`src/dtec_defs.vh`:
```
`ifndef DTEC_DEFS_VH
`define DTEC_DEFS_VH

// ==========================================================
// special-function addresses
`define DTEC_ADDR_CTRL01 8'h88
`define DTEC_ADDR_MODE01 8'h89
`define DTEC_ADDR_TL0 8'h8a
`define DTEC_ADDR_TL1 8'h8b
`define DTEC_ADDR_TH0 8'h8c
`define DTEC_ADDR_TH1 8'h8d
`define DTEC_ADDR_CFG2 8'hc8
`define DTEC_ADDR_TL2 8'hcc
`define DTEC_ADDR_TH2 8'hcd
`define DTEC_ADDR_PLL 8'hd7

// ==========================================================
// reset values
`define DTEC_RST_CTRL01 8'h00
`define DTEC_RST_MODE01 8'h00
`define DTEC_RST_CFG2 8'h00
`define DTEC_RST_PLL 8'h03
`define DTEC_RST_BYTE 8'h00

// ==========================================================
// field positions
`define DTEC_MODE_GATE1 7
`define DTEC_MODE_CT1 6
`define DTEC_MODE_M_HI1 5
`define DTEC_MODE_M_LO1 4
`define DTEC_MODE_GATE0 3
`define DTEC_MODE_CT0 2
`define DTEC_MODE_M_HI0 1
`define DTEC_MODE_M_LO0 0
`define DTEC_CTRL_OVF1 7
`define DTEC_CTRL_RUN1 6
`define DTEC_CTRL_OVF0 5
`define DTEC_CTRL_RUN0 4
`define DTEC_CFG2_OVF 7
`define DTEC_CFG2_RUN 2
`define DTEC_CFG2_CT 1
`define DTEC_PLL_CD_HI 2
`define DTEC_PLL_CD_LO 0

// ==========================================================
// count modes
`define DTEC_MODE_PRESCALE 2'h0
`define DTEC_MODE_CASCADE 2'h1
`define DTEC_MODE_RELOAD 2'h2
`define DTEC_MODE_STOP 2'h3

// ==========================================================
// machine cycle timing, in core clock periods
`define DTEC_CORE_PER_MACHINE 4'hc
`define DTEC_PHASE_LAST 4'hb
`define DTEC_PHASE_S3P1 4'h4
`define DTEC_PHASE_S5P2 4'h9

`endif

```
`src/dtec_chan.v`:
```
`include "dtec_defs.vh"

module dtec_chan #(
  parameter W = 8
) (
  input wire clk,
  input wire reset_n,
  input wire sample_en,
  input wire inc_en,
  input wire pin_level,
  input wire run,
  input wire count_sel,
  input wire [1:0] mode,
  input wire wr_low,
  input wire wr_high,
  input wire [W-1:0] wdata,
  output reg [W-1:0] low_byte,
  output reg [W-1:0] high_byte,
  output reg overflow
);

  reg last_sample;
  reg edge_pend;
  wire count_now;
  wire [2*W:0] sum16;
  wire [13:0] sum13;
  wire [W:0] sum8;

  // ==========================================================
  // edge detection at the sample point
  always @(posedge clk or negedge reset_n) begin
    if (!reset_n) begin
      last_sample <= 1'b0;
      edge_pend <= 1'b0;
    end else begin
      if (sample_en) begin
        last_sample <= pin_level;
        if (last_sample && !pin_level) begin
          edge_pend <= 1'b1;
        end
      end else if (inc_en) begin
        edge_pend <= 1'b0;
      end
    end
  end

  // one count step per machine cycle at most
  assign count_now = inc_en && run && (mode != `DTEC_MODE_STOP) &&
    (count_sel ? edge_pend : 1'b1);
  assign sum16 = {1'b0, high_byte, low_byte} + 17'h00001;
  assign sum13 = {1'b0, high_byte, low_byte[4:0]} + 14'h0001;
  assign sum8 = {1'b0, low_byte} + 9'h001;

  // ==========================================================
  // counter bytes; a software write beats a count step
  always @(posedge clk or negedge reset_n) begin
    if (!reset_n) begin
      low_byte <= `DTEC_RST_BYTE;
      high_byte <= `DTEC_RST_BYTE;
      overflow <= 1'b0;
    end else begin
      overflow <= 1'b0;
      if (wr_low || wr_high) begin
        if (wr_low) begin
          low_byte <= wdata;
        end
        if (wr_high) begin
          high_byte <= wdata;
        end
      end else if (count_now) begin
        case (mode)
          `DTEC_MODE_PRESCALE: begin
            low_byte <= {low_byte[7:5], sum13[4:0]};
            high_byte <= sum13[12:5];
            overflow <= sum13[13];
          end
          `DTEC_MODE_CASCADE: begin
            low_byte <= sum16[W-1:0];
            high_byte <= sum16[2*W-1:W];
            overflow <= sum16[2*W];
          end
          `DTEC_MODE_RELOAD: begin
            low_byte <= sum8[W] ? high_byte : sum8[W-1:0];
            overflow <= sum8[W];
          end
          default: begin
            low_byte <= low_byte;
          end
        endcase
      end
    end
  end

endmodule

```
`src/dtec_timers.v`:
```
// Overview of operation
// - three 16-bit timer/counters, each with separate 8-bit high and low bytes
// - each one runs as a timer or as an external event counter
// - timer function adds one per machine cycle of 12 core clocks
// - counter function adds one per falling edge on its count input pin
// - pin sampled once per machine cycle at S5P2; high then low is an edge
// - the counted edge shows in the register at S3P1 of the next cycle
// - one edge needs two machine cycles, so at most core clock over 24
// - three divider bits in the pll control register set the core clock
// - timers 0 and 1 share mode and control registers; timer 2 has its own
// - shared mode register at 89h, resets to 00h, byte access only
// - gating bit set means run needs irq pin high and run bit set
// - select bit set counts the pin; clear counts machine cycles
// - mode 00 prescaled 8-bit, 01 16-bit, 10 auto-reload, 11 stopped
// - shared control register at 88h, resets to 00h, bit addressable
`include "dtec_defs.vh"

module dtec_timers #(
  parameter W = 8,
  parameter NPIN = 5
) (
  input wire clk,
  input wire reset_n,
  input wire [W-1:0] sfr_addr,
  input wire sfr_wr,
  input wire [W-1:0] sfr_wdata,
  input wire sfr_bit_wr,
  input wire [W-1:0] sfr_bit_addr,
  input wire sfr_bit_data,
  input wire count_input_pin_0,
  input wire count_input_pin_1,
  input wire count_input_pin_2,
  input wire ext_irq_pin_0,
  input wire ext_irq_pin_1,
  output reg [W-1:0] sfr_rdata,
  output reg core_tick
);

  // ==========================================================
  // decoding shared by the two bit-addressable registers
  function bit_hit;
    input [W-1:0] bit_addr;
    input [W-1:0] reg_addr;
    begin
      bit_hit = (bit_addr[7:3] == reg_addr[7:3]);
    end
  endfunction

  function [W-1:0] bit_apply;
    input [W-1:0] value;
    input [2:0] sel;
    input bit_val;
    reg [W-1:0] mask;
    begin
      mask = 8'h01 << sel;
      bit_apply = bit_val ? (value | mask) : (value & ~mask);
    end
  endfunction

  // ==========================================================
  // per-channel address decoding, shared by the write strobes
  function [W-1:0] low_addr;
    input integer idx;
    begin
      case (idx)
        0: low_addr = `DTEC_ADDR_TL0;
        1: low_addr = `DTEC_ADDR_TL1;
        default: low_addr = `DTEC_ADDR_TL2;
      endcase
    end
  endfunction

  function [W-1:0] high_addr;
    input integer idx;
    begin
      case (idx)
        0: high_addr = `DTEC_ADDR_TH0;
        1: high_addr = `DTEC_ADDR_TH1;
        default: high_addr = `DTEC_ADDR_TH2;
      endcase
    end
  endfunction

  // mode field of timer 0 or 1 inside the shared mode register
  function [1:0] mode_field;
    input [W-1:0] value;
    input idx;
    begin
      mode_field = idx ?
        {value[`DTEC_MODE_M_HI1], value[`DTEC_MODE_M_LO1]} :
        {value[`DTEC_MODE_M_HI0], value[`DTEC_MODE_M_LO0]};
    end
  endfunction

  // with the gate bit set the synced irq pin must also be high
  function run_gate;
    input run_bit;
    input gate;
    input pin;
    begin
      run_gate = run_bit && (!gate || pin);
    end
  endfunction

  reg [W-1:0] timer01_mode_reg;
  reg [W-1:0] timer01_control_reg;
  reg [W-1:0] timer2_config_reg;
  reg [W-1:0] pll_control_reg;
  reg [W-1:0] next_ctrl;
  reg [W-1:0] next_cfg2;
  reg [W-1:0] next_rdata;
  reg [NPIN-1:0] sync1;
  reg [NPIN-1:0] sync2;
  reg [NPIN-1:0] sync3;
  reg [NPIN-1:0] pin_level;
  reg [6:0] div_cnt;
  reg [3:0] phase;
  wire [NPIN-1:0] pin_raw;
  wire [2:0] core_divider_select;
  wire [6:0] div_limit;
  wire div_wrap;
  wire sample_en;
  wire inc_en;
  wire [2:0] run;
  wire [2:0] count_sel;
  wire [5:0] modes;
  wire [2:0] wr_low;
  wire [2:0] wr_high;
  wire [3*W-1:0] low_bytes;
  wire [3*W-1:0] high_bytes;
  wire [2:0] overflow;
  wire gate0;
  wire gate1;
  wire run_bit_0;
  wire run_bit_1;

  // ==========================================================
  // pin synchronisers
  // a level is accepted only once the second and third stages agree
  assign pin_raw = {ext_irq_pin_1, ext_irq_pin_0, count_input_pin_2,
    count_input_pin_1, count_input_pin_0};

  genvar gi;
  generate
    for (gi = 0; gi < NPIN; gi = gi + 1) begin : g_sync
      always @(posedge clk or negedge reset_n) begin
        if (!reset_n) begin
          sync1[gi] <= 1'b0;
          sync2[gi] <= 1'b0;
          sync3[gi] <= 1'b0;
          pin_level[gi] <= 1'b0;
        end else begin
          sync1[gi] <= pin_raw[gi];
          sync2[gi] <= sync1[gi];
          sync3[gi] <= sync2[gi];
          if (sync2[gi] == sync3[gi]) begin
            pin_level[gi] <= sync3[gi];
          end
        end
      end
    end
  endgenerate

  // ==========================================================
  // core clock divider and machine cycle phases
  // the core clock is modelled as a one-cycle tick of clk divided by 2^n
  assign core_divider_select =
    pll_control_reg[`DTEC_PLL_CD_HI:`DTEC_PLL_CD_LO];
  assign div_limit = (7'h01 << core_divider_select) - 7'h01;
  assign div_wrap = (div_cnt >= div_limit);

  always @(posedge clk or negedge reset_n) begin
    if (!reset_n) begin
      div_cnt <= 7'h00;
      core_tick <= 1'b0;
    end else begin
      core_tick <= div_wrap;
      if (div_wrap) begin
        div_cnt <= 7'h00;
      end else begin
        div_cnt <= div_cnt + 7'h01;
      end
    end
  end

  // twelve core periods per machine cycle
  always @(posedge clk or negedge reset_n) begin
    if (!reset_n) begin
      phase <= 4'h0;
    end else if (core_tick) begin
      if (phase == `DTEC_PHASE_LAST) begin
        phase <= 4'h0;
      end else begin
        phase <= phase + 4'h1;
      end
    end
  end

  assign sample_en = core_tick && (phase == `DTEC_PHASE_S5P2);
  assign inc_en = core_tick && (phase == `DTEC_PHASE_S3P1);

  // ==========================================================
  // per-timer configuration
  assign gate0 = timer01_mode_reg[`DTEC_MODE_GATE0];
  assign gate1 = timer01_mode_reg[`DTEC_MODE_GATE1];
  assign run_bit_0 = timer01_control_reg[`DTEC_CTRL_RUN0];
  assign run_bit_1 = timer01_control_reg[`DTEC_CTRL_RUN1];
  // the synced irq pins sit at pin_level[3] and pin_level[4]
  assign run[0] = run_gate(run_bit_0, gate0, pin_level[3]);
  assign run[1] = run_gate(run_bit_1, gate1, pin_level[4]);
  assign run[2] = timer2_config_reg[`DTEC_CFG2_RUN];
  assign count_sel[0] = timer01_mode_reg[`DTEC_MODE_CT0];
  assign count_sel[1] = timer01_mode_reg[`DTEC_MODE_CT1];
  assign count_sel[2] = timer2_config_reg[`DTEC_CFG2_CT];
  assign modes[1:0] = mode_field(timer01_mode_reg, 1'b0);
  assign modes[3:2] = mode_field(timer01_mode_reg, 1'b1);
  // timer 2 only runs the plain 16-bit count here
  assign modes[5:4] = `DTEC_MODE_CASCADE;

  // byte writes only; counter bytes are not bit addressable
  generate
    for (gi = 0; gi < 3; gi = gi + 1) begin : g_wr
      assign wr_low[gi] = sfr_wr && (sfr_addr == low_addr(gi));
      assign wr_high[gi] = sfr_wr && (sfr_addr == high_addr(gi));
    end
  endgenerate

  generate
    for (gi = 0; gi < 3; gi = gi + 1) begin : g_chan
      dtec_chan #(
        .W(W)
      ) u_chan (
        .clk(clk),
        .reset_n(reset_n),
        .sample_en(sample_en),
        .inc_en(inc_en),
        .pin_level(pin_level[gi]),
        .run(run[gi]),
        .count_sel(count_sel[gi]),
        .mode(modes[2*gi+1:2*gi]),
        .wr_low(wr_low[gi]),
        .wr_high(wr_high[gi]),
        .wdata(sfr_wdata),
        .low_byte(low_bytes[W*gi+W-1:W*gi]),
        .high_byte(high_bytes[W*gi+W-1:W*gi]),
        .overflow(overflow[gi])
      );
    end
  endgenerate

  // ==========================================================
  // bit-addressable registers; an overflow in the write cycle still sets
  always @* begin
    next_ctrl = timer01_control_reg;
    if (sfr_wr && sfr_addr == `DTEC_ADDR_CTRL01) begin
      next_ctrl = sfr_wdata;
    end else if (sfr_bit_wr && bit_hit(sfr_bit_addr, `DTEC_ADDR_CTRL01)) begin
      next_ctrl = bit_apply(timer01_control_reg, sfr_bit_addr[2:0],
        sfr_bit_data);
    end
    next_ctrl[`DTEC_CTRL_OVF0] = next_ctrl[`DTEC_CTRL_OVF0] | overflow[0];
    next_ctrl[`DTEC_CTRL_OVF1] = next_ctrl[`DTEC_CTRL_OVF1] | overflow[1];
  end

  always @* begin
    next_cfg2 = timer2_config_reg;
    if (sfr_wr && sfr_addr == `DTEC_ADDR_CFG2) begin
      next_cfg2 = sfr_wdata;
    end else if (sfr_bit_wr && bit_hit(sfr_bit_addr, `DTEC_ADDR_CFG2)) begin
      next_cfg2 = bit_apply(timer2_config_reg, sfr_bit_addr[2:0],
        sfr_bit_data);
    end
    next_cfg2[`DTEC_CFG2_OVF] = next_cfg2[`DTEC_CFG2_OVF] | overflow[2];
  end

  // ==========================================================
  // byte-wide registers; the mode register ignores bit writes
  always @(posedge clk or negedge reset_n) begin
    if (!reset_n) begin
      timer01_mode_reg <= `DTEC_RST_MODE01;
      timer01_control_reg <= `DTEC_RST_CTRL01;
      timer2_config_reg <= `DTEC_RST_CFG2;
      pll_control_reg <= `DTEC_RST_PLL;
    end else begin
      timer01_control_reg <= next_ctrl;
      timer2_config_reg <= next_cfg2;
      if (sfr_wr && sfr_addr == `DTEC_ADDR_MODE01) begin
        timer01_mode_reg <= sfr_wdata;
      end
      if (sfr_wr && sfr_addr == `DTEC_ADDR_PLL) begin
        pll_control_reg <= sfr_wdata;
      end
    end
  end

  // ==========================================================
  // read path, registered; unmapped addresses read zero
  always @* begin
    case (sfr_addr)
      `DTEC_ADDR_CTRL01: next_rdata = timer01_control_reg;
      `DTEC_ADDR_MODE01: next_rdata = timer01_mode_reg;
      `DTEC_ADDR_TL0: next_rdata = low_bytes[W-1:0];
      `DTEC_ADDR_TL1: next_rdata = low_bytes[2*W-1:W];
      `DTEC_ADDR_TH0: next_rdata = high_bytes[W-1:0];
      `DTEC_ADDR_TH1: next_rdata = high_bytes[2*W-1:W];
      `DTEC_ADDR_CFG2: next_rdata = timer2_config_reg;
      `DTEC_ADDR_TL2: next_rdata = low_bytes[3*W-1:2*W];
      `DTEC_ADDR_TH2: next_rdata = high_bytes[3*W-1:2*W];
      `DTEC_ADDR_PLL: next_rdata = pll_control_reg;
      default: next_rdata = 8'h00;
    endcase
  end

  always @(posedge clk or negedge reset_n) begin
    if (!reset_n) begin
      sfr_rdata <= 8'h00;
    end else begin
      sfr_rdata <= next_rdata;
    end
  end

endmodule

```
`config.mk`:
```
export PLATFORM = sky130hd
export DESIGN_NAME = dtec_timers
export DESIGN_NICKNAME = d
export VERILOG_FILES = /design/src/dtec_chan.v /design/src/dtec_timers.v
export VERILOG_INCLUDE_DIRS = /design/src
export SDC_FILE = /design/constraint.sdc
export NUM_CORES = 1
export LEC_CHECK = 0
export BUFFER_PORTS_ARGS = -buffer_cell sky130_fd_sc_hd__buf_2
export CAP_MARGIN = 20
export CORE_MARGIN = 4
export CORE_UTILIZATION = 64
export CTS_BUF_LIST = sky130_fd_sc_hd__clkbuf_4
export DETAILED_ROUTE_END_ITERATION = 7
export GPL_ROUTABILITY_DRIVEN = 0
export GPL_TIMING_DRIVEN = 0
export PLACE_DENSITY = 0.83
export REMOVE_ABC_BUFFERS = 1
export SYNTH_ARGS = -nofsm -noshare
export SYNTH_HDL_FRONTEND = slang
export SYNTH_HIERARCHICAL = 1
export SYNTH_SLANG_ARGS = --single-unit
```
`constraint.sdc`:
```
create_clock -name clk -period 3.2 [get_ports clk]
set_input_delay 0.64 -clock clk [delete_from_list [all_inputs] [get_ports clk]]
set_output_delay 0.64 -clock clk [all_outputs]
set_load 0.05 [all_outputs]
```
==> results.md, run 1 <==
* Final sum of negative setup slack at 0 ns
* Kind of launch point of the worst setup path: primary input
* Hold Violations, Final at 0
* Number of buffer cells added on primary ports at 42
* Post-CTS Setup Bufs at 0
* Max-slew violations at 0
* Synth Register Bits at 129
* Period utilisation layout at 97.0%
* Wire per inst at 20.7 um
* Total routed wirelength at 22.9 mm
* Pin count of the biggest net entering global routing at 103
* Max Cap Violations at 0
* Portion of the post-synthesis area used by sequential elements at 38.4%
* Setup repair after global routing missed its margin: no
* Cell types occupying the most area after synthesis: sky130_fd_sc_hd__dfrtp_1 38%, sky130_fd_sc_hd__ha_1 4.0%, sky130_fd_sc_hd__nand2_1 3.8%
* Slew @ Worst Pin at 0.997 ns
* Synthesized cell area at 0.00841 mm2
* Antenna violations before repair at 0
* Largest registers: g_chan.u_chan/high_byte (24), g_chan.u_chan/low_byte (24)
* Setup CP Type: in -> reg
* Total congestion overflow at 0
* Data required time of the worst path at 3.63 ns
* Average size of a mapped cell at 9.41 um2
* Classification of the worst-slack hold path: in -> reg
* Top achievable clock speed at 0.322 GHz
* Post-synth cell types at 93
* Post-route cell area at 0.00905 mm2
* Worst endpoint data arrival time at 3.53 ns
* Predominant post-synthesis flop cell: sky130_fd_sc_hd__dfrtp_1
* Count of flip-flops with a built-in enable after synthesis at 0
* Final number of setup-violating endpoints at 0
* Effective utilization at floorplan at 66.1%
* PwrDens at 427 mW/mm2
* Peak supply drop at 427 uV
* Total placed cells including tap cells at 1073
* Clock slew at the register clock pins of the worst setup and hold paths at 0.11 ns
* Source-to-sink clock delay at the later pin of the worst-skew pair at 0.57 ns
* Total Routing Usage GR at 31.9%
* Cell internal power dissipation at 2710 uW
* CTS max path bufs at 2
* Async set-reset flop share out of synthesis at 100%
* Worst setup path startpoint: sfr_addr[5]
* Number of global-route vias before repair at 6902
* Proportion of power drawn by flip-flops and latches at 49.5%
* Worst Hold Path Cells at 1
* Static leakage power at 0.00394 uW
* Area fraction of the dominant cell type after synthesis at 37.8%
* Routed via count divided by cell count at 6.87
* Post-synthesis cell count at 894
* Time the worst path needs with I/O delays and setup at 3.10 ns
* CTS Buf Count at 17
* First-pass GRT wire length at 37.2 mm
* Post-synth top area cell: sky130_fd_sc_hd__dfrtp_1
* Commonest non-fill, non-tap cell in the layout: sky130_fd_sc_hd__dfrtp_1
* Number of levels in the clock H-tree at 4
* Hold slack final at 0.176 ns
* Fillcell total at 977
* Worst-case register-to-register setup slack at 0.31 ns
* CTS tree: built
* Proportion of power drawn by combinational gates at 16.2%
* Slew Limit Headroom at 33.3%
* I/O Pins at 43
* Result of the run: complete, no violations
* Maximum fanout encountered on the critical timing path at 13
* Share of layout cells above drive strength 1 at 16.0%
* Antenna fix cells at 0
* Beginning of the worst hold path: ext_irq_pin_0
* Chip Width at 123 um
* Core ar. at 0.0127 mm2
* Total via count after detailed routing at 7594
* Number of cells on the worst reg-to-reg path at 7
* Total iterations of the first detailed-routing run at 6
* Cell chosen for the clock root: sky130_fd_sc_hd__clkbuf_4
* Endpoint of the worst hold path: sync1[3]
* Filler-free cell count of the finished design at 1106
* Clock group share of total power at 34.3%
* Launch point of the worst reg-to-reg path: core_tick
* Antenna violation net count after detailed routing at 0
* Cell area after placement at 0.00866 mm2
* Sw Ratio at 30.0%
* Endpoint of the most critical register-to-register path: g_chan[0].u_chan/low_byte[7]
* Count of unresolved DRC violations after routing at 0
* Iteration-0 DRC count of the detailed router at 1138
* Net switching power at 1160 uW
* Total number of placement rows at 41
* Final-stage net count at 982
* Final Skew at 0.0203 ns
* Layout overhead on the synthesized area at 7.56%
* Sort of element at the end of the critical path: flip-flop
* Floorplan die area at 0.0150 mm2
* DIE HEIGHT at 123 um
* Clock sink count at 129
* HPWL after DPL at 15.9 mm
* Number of synthesis warnings at 6
* Leading cell types in the layout, fill and taps excluded: 127 x sky130_fd_sc_hd__dfrtp_1, 85 x sky130_fd_sc_hd__nand2_1, 71 x sky130_fd_sc_hd__nor2_1, 50 x sky130_fd_sc_hd__inv_1, 45 x sky130_fd_sc_hd__nand3_1
[area by class of cell]
cell class / count / area, um2 / area share [%]
multi-input combinational: 679 / 4810 / 53.2
tap: 172 / 215 / 2.38
clock buffer: 17 / 128 / 1.41
sequential: 129 / 3230 / 35.7
clock inverter: 15 / 216 / 2.39
timing repair buffer: 44 / 254 / 2.81
inverter: 50 / 188 / 2.07
[cell families (layout without fill, tap and decap cells)]
| family | after synthesis | count (layout) | share of synthesized area, % |
|---|---|---|---|
| AOI/OAI and AO/OA | 218 | 218 | 19.5 |
| xor gates and xnor gates | 16 | 16 | 1.67 |
| adders and majority gates | 32 | 32 | 4.61 |
| buffers and inverters | 90 | 126 | 4.91 |
| DFF | 129 | 129 | 38.4 |
| muxes | 51 | 51 | 7.60 |
| other | 2 | 6 | 0.0893 |
| and+or+nand+nor | 356 | 356 | 23.2 |
[timing repair]
action	4_1_cts	5_1_grt
pin swaps	0	1
gates cloned	0	0
endpoints found under the setup margin	16	25
resized for setup	4	4
hold buffers	1	0
endpoints found under the hold margin	27	0
[how the worst max path moves through the flow]
stage                                         end  slack (ns)  cells after the start
CTS                 g_chan[2].u_chan/high_byte[3]       -0.01                      8
finish              g_chan[0].u_chan/high_byte[1]         0.1                     10
global placement    g_chan[0].u_chan/high_byte[1]       -0.84                     10
detailed placement  g_chan[1].u_chan/high_byte[1]       -0.87                     10
floorplan           g_chan[0].u_chan/high_byte[1]       -0.04                      9
global route        g_chan[2].u_chan/high_byte[3]       0.002                      8
[critical path, cell delays in order]
cell,delay [ns]
sky130_fd_sc_hd__buf_2,0.11
sky130_fd_sc_hd__or3b_1,0.54
sky130_fd_sc_hd__nor3_4,0.45
sky130_fd_sc_hd__nand3_1,0.32
sky130_fd_sc_hd__nor2_4,0.38
sky130_fd_sc_hd__nor4bb_1,0.15
sky130_fd_sc_hd__a31oi_2,0.41
sky130_fd_sc_hd__nor4_1,0.09
sky130_fd_sc_hd__a222oi_1,0.33
sky130_fd_sc_hd__nand2_1,0.10
[cells in the mapped netlist, types with 6 or more instances]
master / number
sky130_fd_sc_hd__xnor2_1: 10
sky130_fd_sc_hd__and3_1: 18
sky130_fd_sc_hd__nand2_1: 85
sky130_fd_sc_hd__a31oi_1: 21
sky130_fd_sc_hd__ha_1: 27
sky130_fd_sc_hd__mux2i_1: 20
sky130_fd_sc_hd__nand3_1: 45
sky130_fd_sc_hd__nor4_1: 17
sky130_fd_sc_hd__o21ai_0: 33
sky130_fd_sc_hd__dfrtp_1: 127
sky130_fd_sc_hd__clkbuf_1: 15
sky130_fd_sc_hd__buf_4: 7
sky130_fd_sc_hd__a22oi_1: 8
sky130_fd_sc_hd__mux2_2: 23
sky130_fd_sc_hd__xor2_1: 6
sky130_fd_sc_hd__inv_1: 50
sky130_fd_sc_hd__buf_2: 12
sky130_fd_sc_hd__nand3b_1: 8
sky130_fd_sc_hd__a21oi_1: 25
sky130_fd_sc_hd__a221o_1: 12
sky130_fd_sc_hd__a221oi_1: 13
sky130_fd_sc_hd__a211oi_1: 11
sky130_fd_sc_hd__nand4_1: 14
sky130_fd_sc_hd__and4_1: 6
sky130_fd_sc_hd__mux4_2: 8
sky130_fd_sc_hd__o31ai_1: 7
sky130_fd_sc_hd__nor3_1: 24
sky130_fd_sc_hd__a32oi_1: 7
sky130_fd_sc_hd__nor2_1: 75
sky130_fd_sc_hd__a22o_1: 8
sky130_fd_sc_hd__nor2b_1: 7
sky130_fd_sc_hd__a311oi_1: 8
[per-layer routing]
metal | vias to the layer above | wire length, um | share of wire, % | global-route usage, %
li1 | 3422 | - | - | -
met4 | 0 | 841 | 3.7 | 11.0
met1 | 3612 | 9230 | 40 | 45.3
met2 | 470 | 10000 | 44 | 47.5
met5 | - | 0 | 0 | 0
met3 | 90 | 2780 | 12 | 8.80
[power groups by stage]
stage / logic, uW / registers (uW) / clock network (uW)
after global routing: 702 / 1930 / 1430
after detailed placement: 611 / 1940 / 0
final: 626 / 1910 / 1330
after CTS: 618 / 1910 / 1350
after global placement: 584 / 1940 / 0
after floorplan: 389 / 1920 / 0
[through the flow]
step	worst slack [ns]	total power [uW]	utilization (%)
after global placement	-0.838	2520	67.8
after CTS	-0.0136	3870	71.0
after global routing	0.00233	4060	71.1
final	0.0973	3860	71.1
after floorplan	-0.0351	2310	-
after detailed placement	-0.873	2550	68.1
No activity file was read; power rests on OpenSTA's default activity.
==> run 2, diff against run 1 <==
--- a/config.mk
+++ b/config.mk
@@ -6,7 +6,7 @@
 export SDC_FILE = /design/constraint.sdc
 export NUM_CORES = 1
 export LEC_CHECK = 0
-export BUFFER_PORTS_ARGS = -buffer_cell sky130_fd_sc_hd__buf_2
+export BUFFER_PORTS_ARGS = -buffer_cell sky130_fd_sc_hd__buf_4
 export CAP_MARGIN = 20
 export CORE_MARGIN = 4
 export CORE_UTILIZATION = 64
==> constraint.sdc (replaced) <==
create_clock -name clk -period 2.9 [get_ports clk]
set_input_delay 0.58 -clock clk [delete_from_list [all_inputs] [get_ports clk]]
set_output_delay 0.58 -clock clk [all_outputs]
set_load 0.05 [all_outputs]
==> results.md, run 2 (synthesized netlist as in run 1, its figures left out) <==
* Total congestion overflow at 0
* Worst endpoint data arrival time at 3.37 ns
* Final-stage net count at 989
* HPWL after DPL at 16.5 mm
* Endpoint of the worst hold path: sync1[3]
* Setup repair after global routing missed its margin: yes
* Sw Ratio at 31.2%
* Count of unresolved DRC violations after routing at 0
* Area taken by multi-input logic gates at 0.00483 mm2
* Clock slew at the register clock pins of the worst setup and hold paths at 0.11 ns
* Total number of placement rows at 41
* Sort of element at the end of the critical path: flip-flop
* Clock sink count at 129
* Leading cell types in the layout, fill and taps excluded: 127 x sky130_fd_sc_hd__dfrtp_1, 84 x sky130_fd_sc_hd__nand2_1, 69 x sky130_fd_sc_hd__nor2_1, 50 x sky130_fd_sc_hd__inv_1, 48 x sky130_fd_sc_hd__buf_4
* Cell area after placement at 0.00876 mm2
* Cell chosen for the clock root: sky130_fd_sc_hd__clkbuf_4
* Setup CP Type: in -> reg
* Share of layout cells above drive strength 1 at 17.1%
* Core ar. at 0.0127 mm2
* Result of the run: finished with violations
* Slew Limit Headroom at 27.0%
* Commonest non-fill, non-tap cell in the layout: sky130_fd_sc_hd__dfrtp_1
* Routed via count divided by cell count at 7.02
* Number of levels in the clock H-tree at 4
* Final Skew at 0.0200 ns
* Time the worst path needs with I/O delays and setup at 2.92 ns
* Proportion of power drawn by combinational gates at 17.5%
* Violated checks: setup timing
* Worst Hold Path Cells at 1
* Number of cells on the worst reg-to-reg path at 7
* Fillcell total at 942
* Static leakage power at 0.00399 uW
* Endpoint of the most critical register-to-register path: g_chan[0].u_chan/low_byte[7]
* Maximum fanout encountered on the critical timing path at 13
* Number of global-route vias before repair at 7265
* Antenna violations before repair at 1
* Top achievable clock speed at 0.342 GHz
* Worst-case register-to-register setup slack at 0.02 ns
* Hold Violations, Final at 0
* CTS Buf Count at 17
* CTS tree: built
* Final number of setup-violating endpoints at 1
* Clock group share of total power at 31.3%
* Wire per inst at 21.5 um
* Total iterations of the first detailed-routing run at 7
* Share of the core filled with cells at 72.1%
* Source-to-sink clock delay at the later pin of the worst-skew pair at 0.57 ns
* Layout overhead on the synthesized area at 9.09%
* Max Cap Violations at 0
* Worst-case setup margin in the final layout at -0.0235 ns
* Launch point of the worst reg-to-reg path: core_tick
* Iteration-0 DRC count of the detailed router at 1095
* Area of all sequential standard cells at 0.00323 mm2
* Period utilisation layout at 101%
* PwrDens at 452 mW/mm2
* Antenna violation net count after detailed routing at 0
* Chip Width at 123 um
* Data required time of the worst path at 3.35 ns
* DIE HEIGHT at 123 um
* Proportion of power drawn by flip-flops and latches at 51.2%
* Cell internal power dissipation at 2850 uW
* Number of buffer cells added on primary ports at 42
* Total Routing Usage GR at 32.7%
* Peak supply drop at 364 uV
* Effective utilization at floorplan at 66.1%
* Slew @ Worst Pin at 1.08 ns
* Kind of launch point of the worst setup path: primary input
* Total via count after detailed routing at 7816
* Post-route cell area at 0.00918 mm2
* Max-slew violations at 0
* Beginning of the worst hold path: ext_irq_pin_0
* I/O Pins at 43
* First-pass GRT wire length at 37.5 mm
* Pin count of the biggest net entering global routing at 100
* Largest registers: g_chan.u_chan/high_byte (24), g_chan.u_chan/low_byte (24)
* Classification of the worst-slack hold path: in -> reg
* Floorplan die area at 0.0150 mm2
* CTS max path bufs at 2
* Filler-free cell count of the finished design at 1114
* Total placed cells including tap cells at 1073
* Total routed wirelength at 23.9 mm
* Net switching power at 1290 uW
run 2: repair_timing:
action / 4_1_cts / 5_1_grt
setup endpoints to repair: 32 / 30
setup buffers: 0 / 7
hold endpoints to repair: 30 / 0
pin swaps: 1 / 3
hold buffers: 1 / 0
resized for setup: 6 / 7
run 2: how the worst max path moves through the flow:
stage                start                       endpoint  slack, ns
2_1_floorplan  sfr_addr[5]  g_chan[0].u_chan/high_byte[1]      -0.28
3_3_place_gp   sfr_addr[5]  g_chan[0].u_chan/high_byte[1]      -1.04
3_5_place_dp   sfr_addr[5]  g_chan[0].u_chan/high_byte[1]      -1.10
4_1_cts        sfr_addr[5]  g_chan[1].u_chan/high_byte[1]      0.004
5_1_grt        sfr_addr[5]  g_chan[1].u_chan/high_byte[1]      -0.10
6_report       sfr_addr[5]  g_chan[1].u_chan/high_byte[1]      -0.02
run 2: layer usage:
| layer | vias to the layer above | track usage, % | wire, um |
|---|---|---|---|
| li1 | 3437 | - | - |
| met3 | 113 | 7.74 | 2830 |
| met1 | 3719 | 44.8 | 9340 |
| met5 | - | 0 | 0 |
| met4 | 0 | 15.3 | 1040 |
| met2 | 547 | 49.4 | 10700 |
run 2: critical path: stages:
cell and delay (ns):
sky130_fd_sc_hd__buf_4 0.12, sky130_fd_sc_hd__or3b_1 0.55, sky130_fd_sc_hd__nor3_4 0.40, sky130_fd_sc_hd__nand3_1 0.26, sky130_fd_sc_hd__nor2_4 0.34, sky130_fd_sc_hd__nor4bb_1 0.16
sky130_fd_sc_hd__a31oi_2 0.40, sky130_fd_sc_hd__nor4_1 0.10, sky130_fd_sc_hd__a222oi_1 0.37, sky130_fd_sc_hd__nand2_1 0.09
run 2: final cells by class:
| cell class | instances | area share, % |
|---|---|---|
| flip-flops and latches | 129 | 35.2 |
| clock buffers | 18 | 1.47 |
| repair buffers | 51 | 4.46 |
| inverters | 50 | 2.05 |
| multi-input cells | 679 | 52.6 |
| diodes | 1 | 0.0273 |
| well taps | 172 | 2.35 |
| clock inverters | 14 | 1.80 |
run 2: per-stage QoR:
stage	worst slack, ns	hold WS, ns	TNS, ns	power (uW)
floorplan	-0.275	0.284	-1.69	2540
global placement	-1.04	0.333	-30.39	2780
detailed placement	-1.10	0.336	-33.27	2840
CTS	0.00382	0.0756	0	4140
global route	-0.101	0.0594	-0.101	4350
finish	-0.0235	0.111	-0.0235	4150
run 2: power groups by stage:
stage | clock network [uW] | logic, uW | registers, uW
floorplan | 0 | 429 | 2120
global placement | 0 | 651 | 2130
detailed placement | 0 | 692 | 2150
CTS | 1320 | 699 | 2110
global route | 1410 | 806 | 2140
finish | 1300 | 725 | 2120
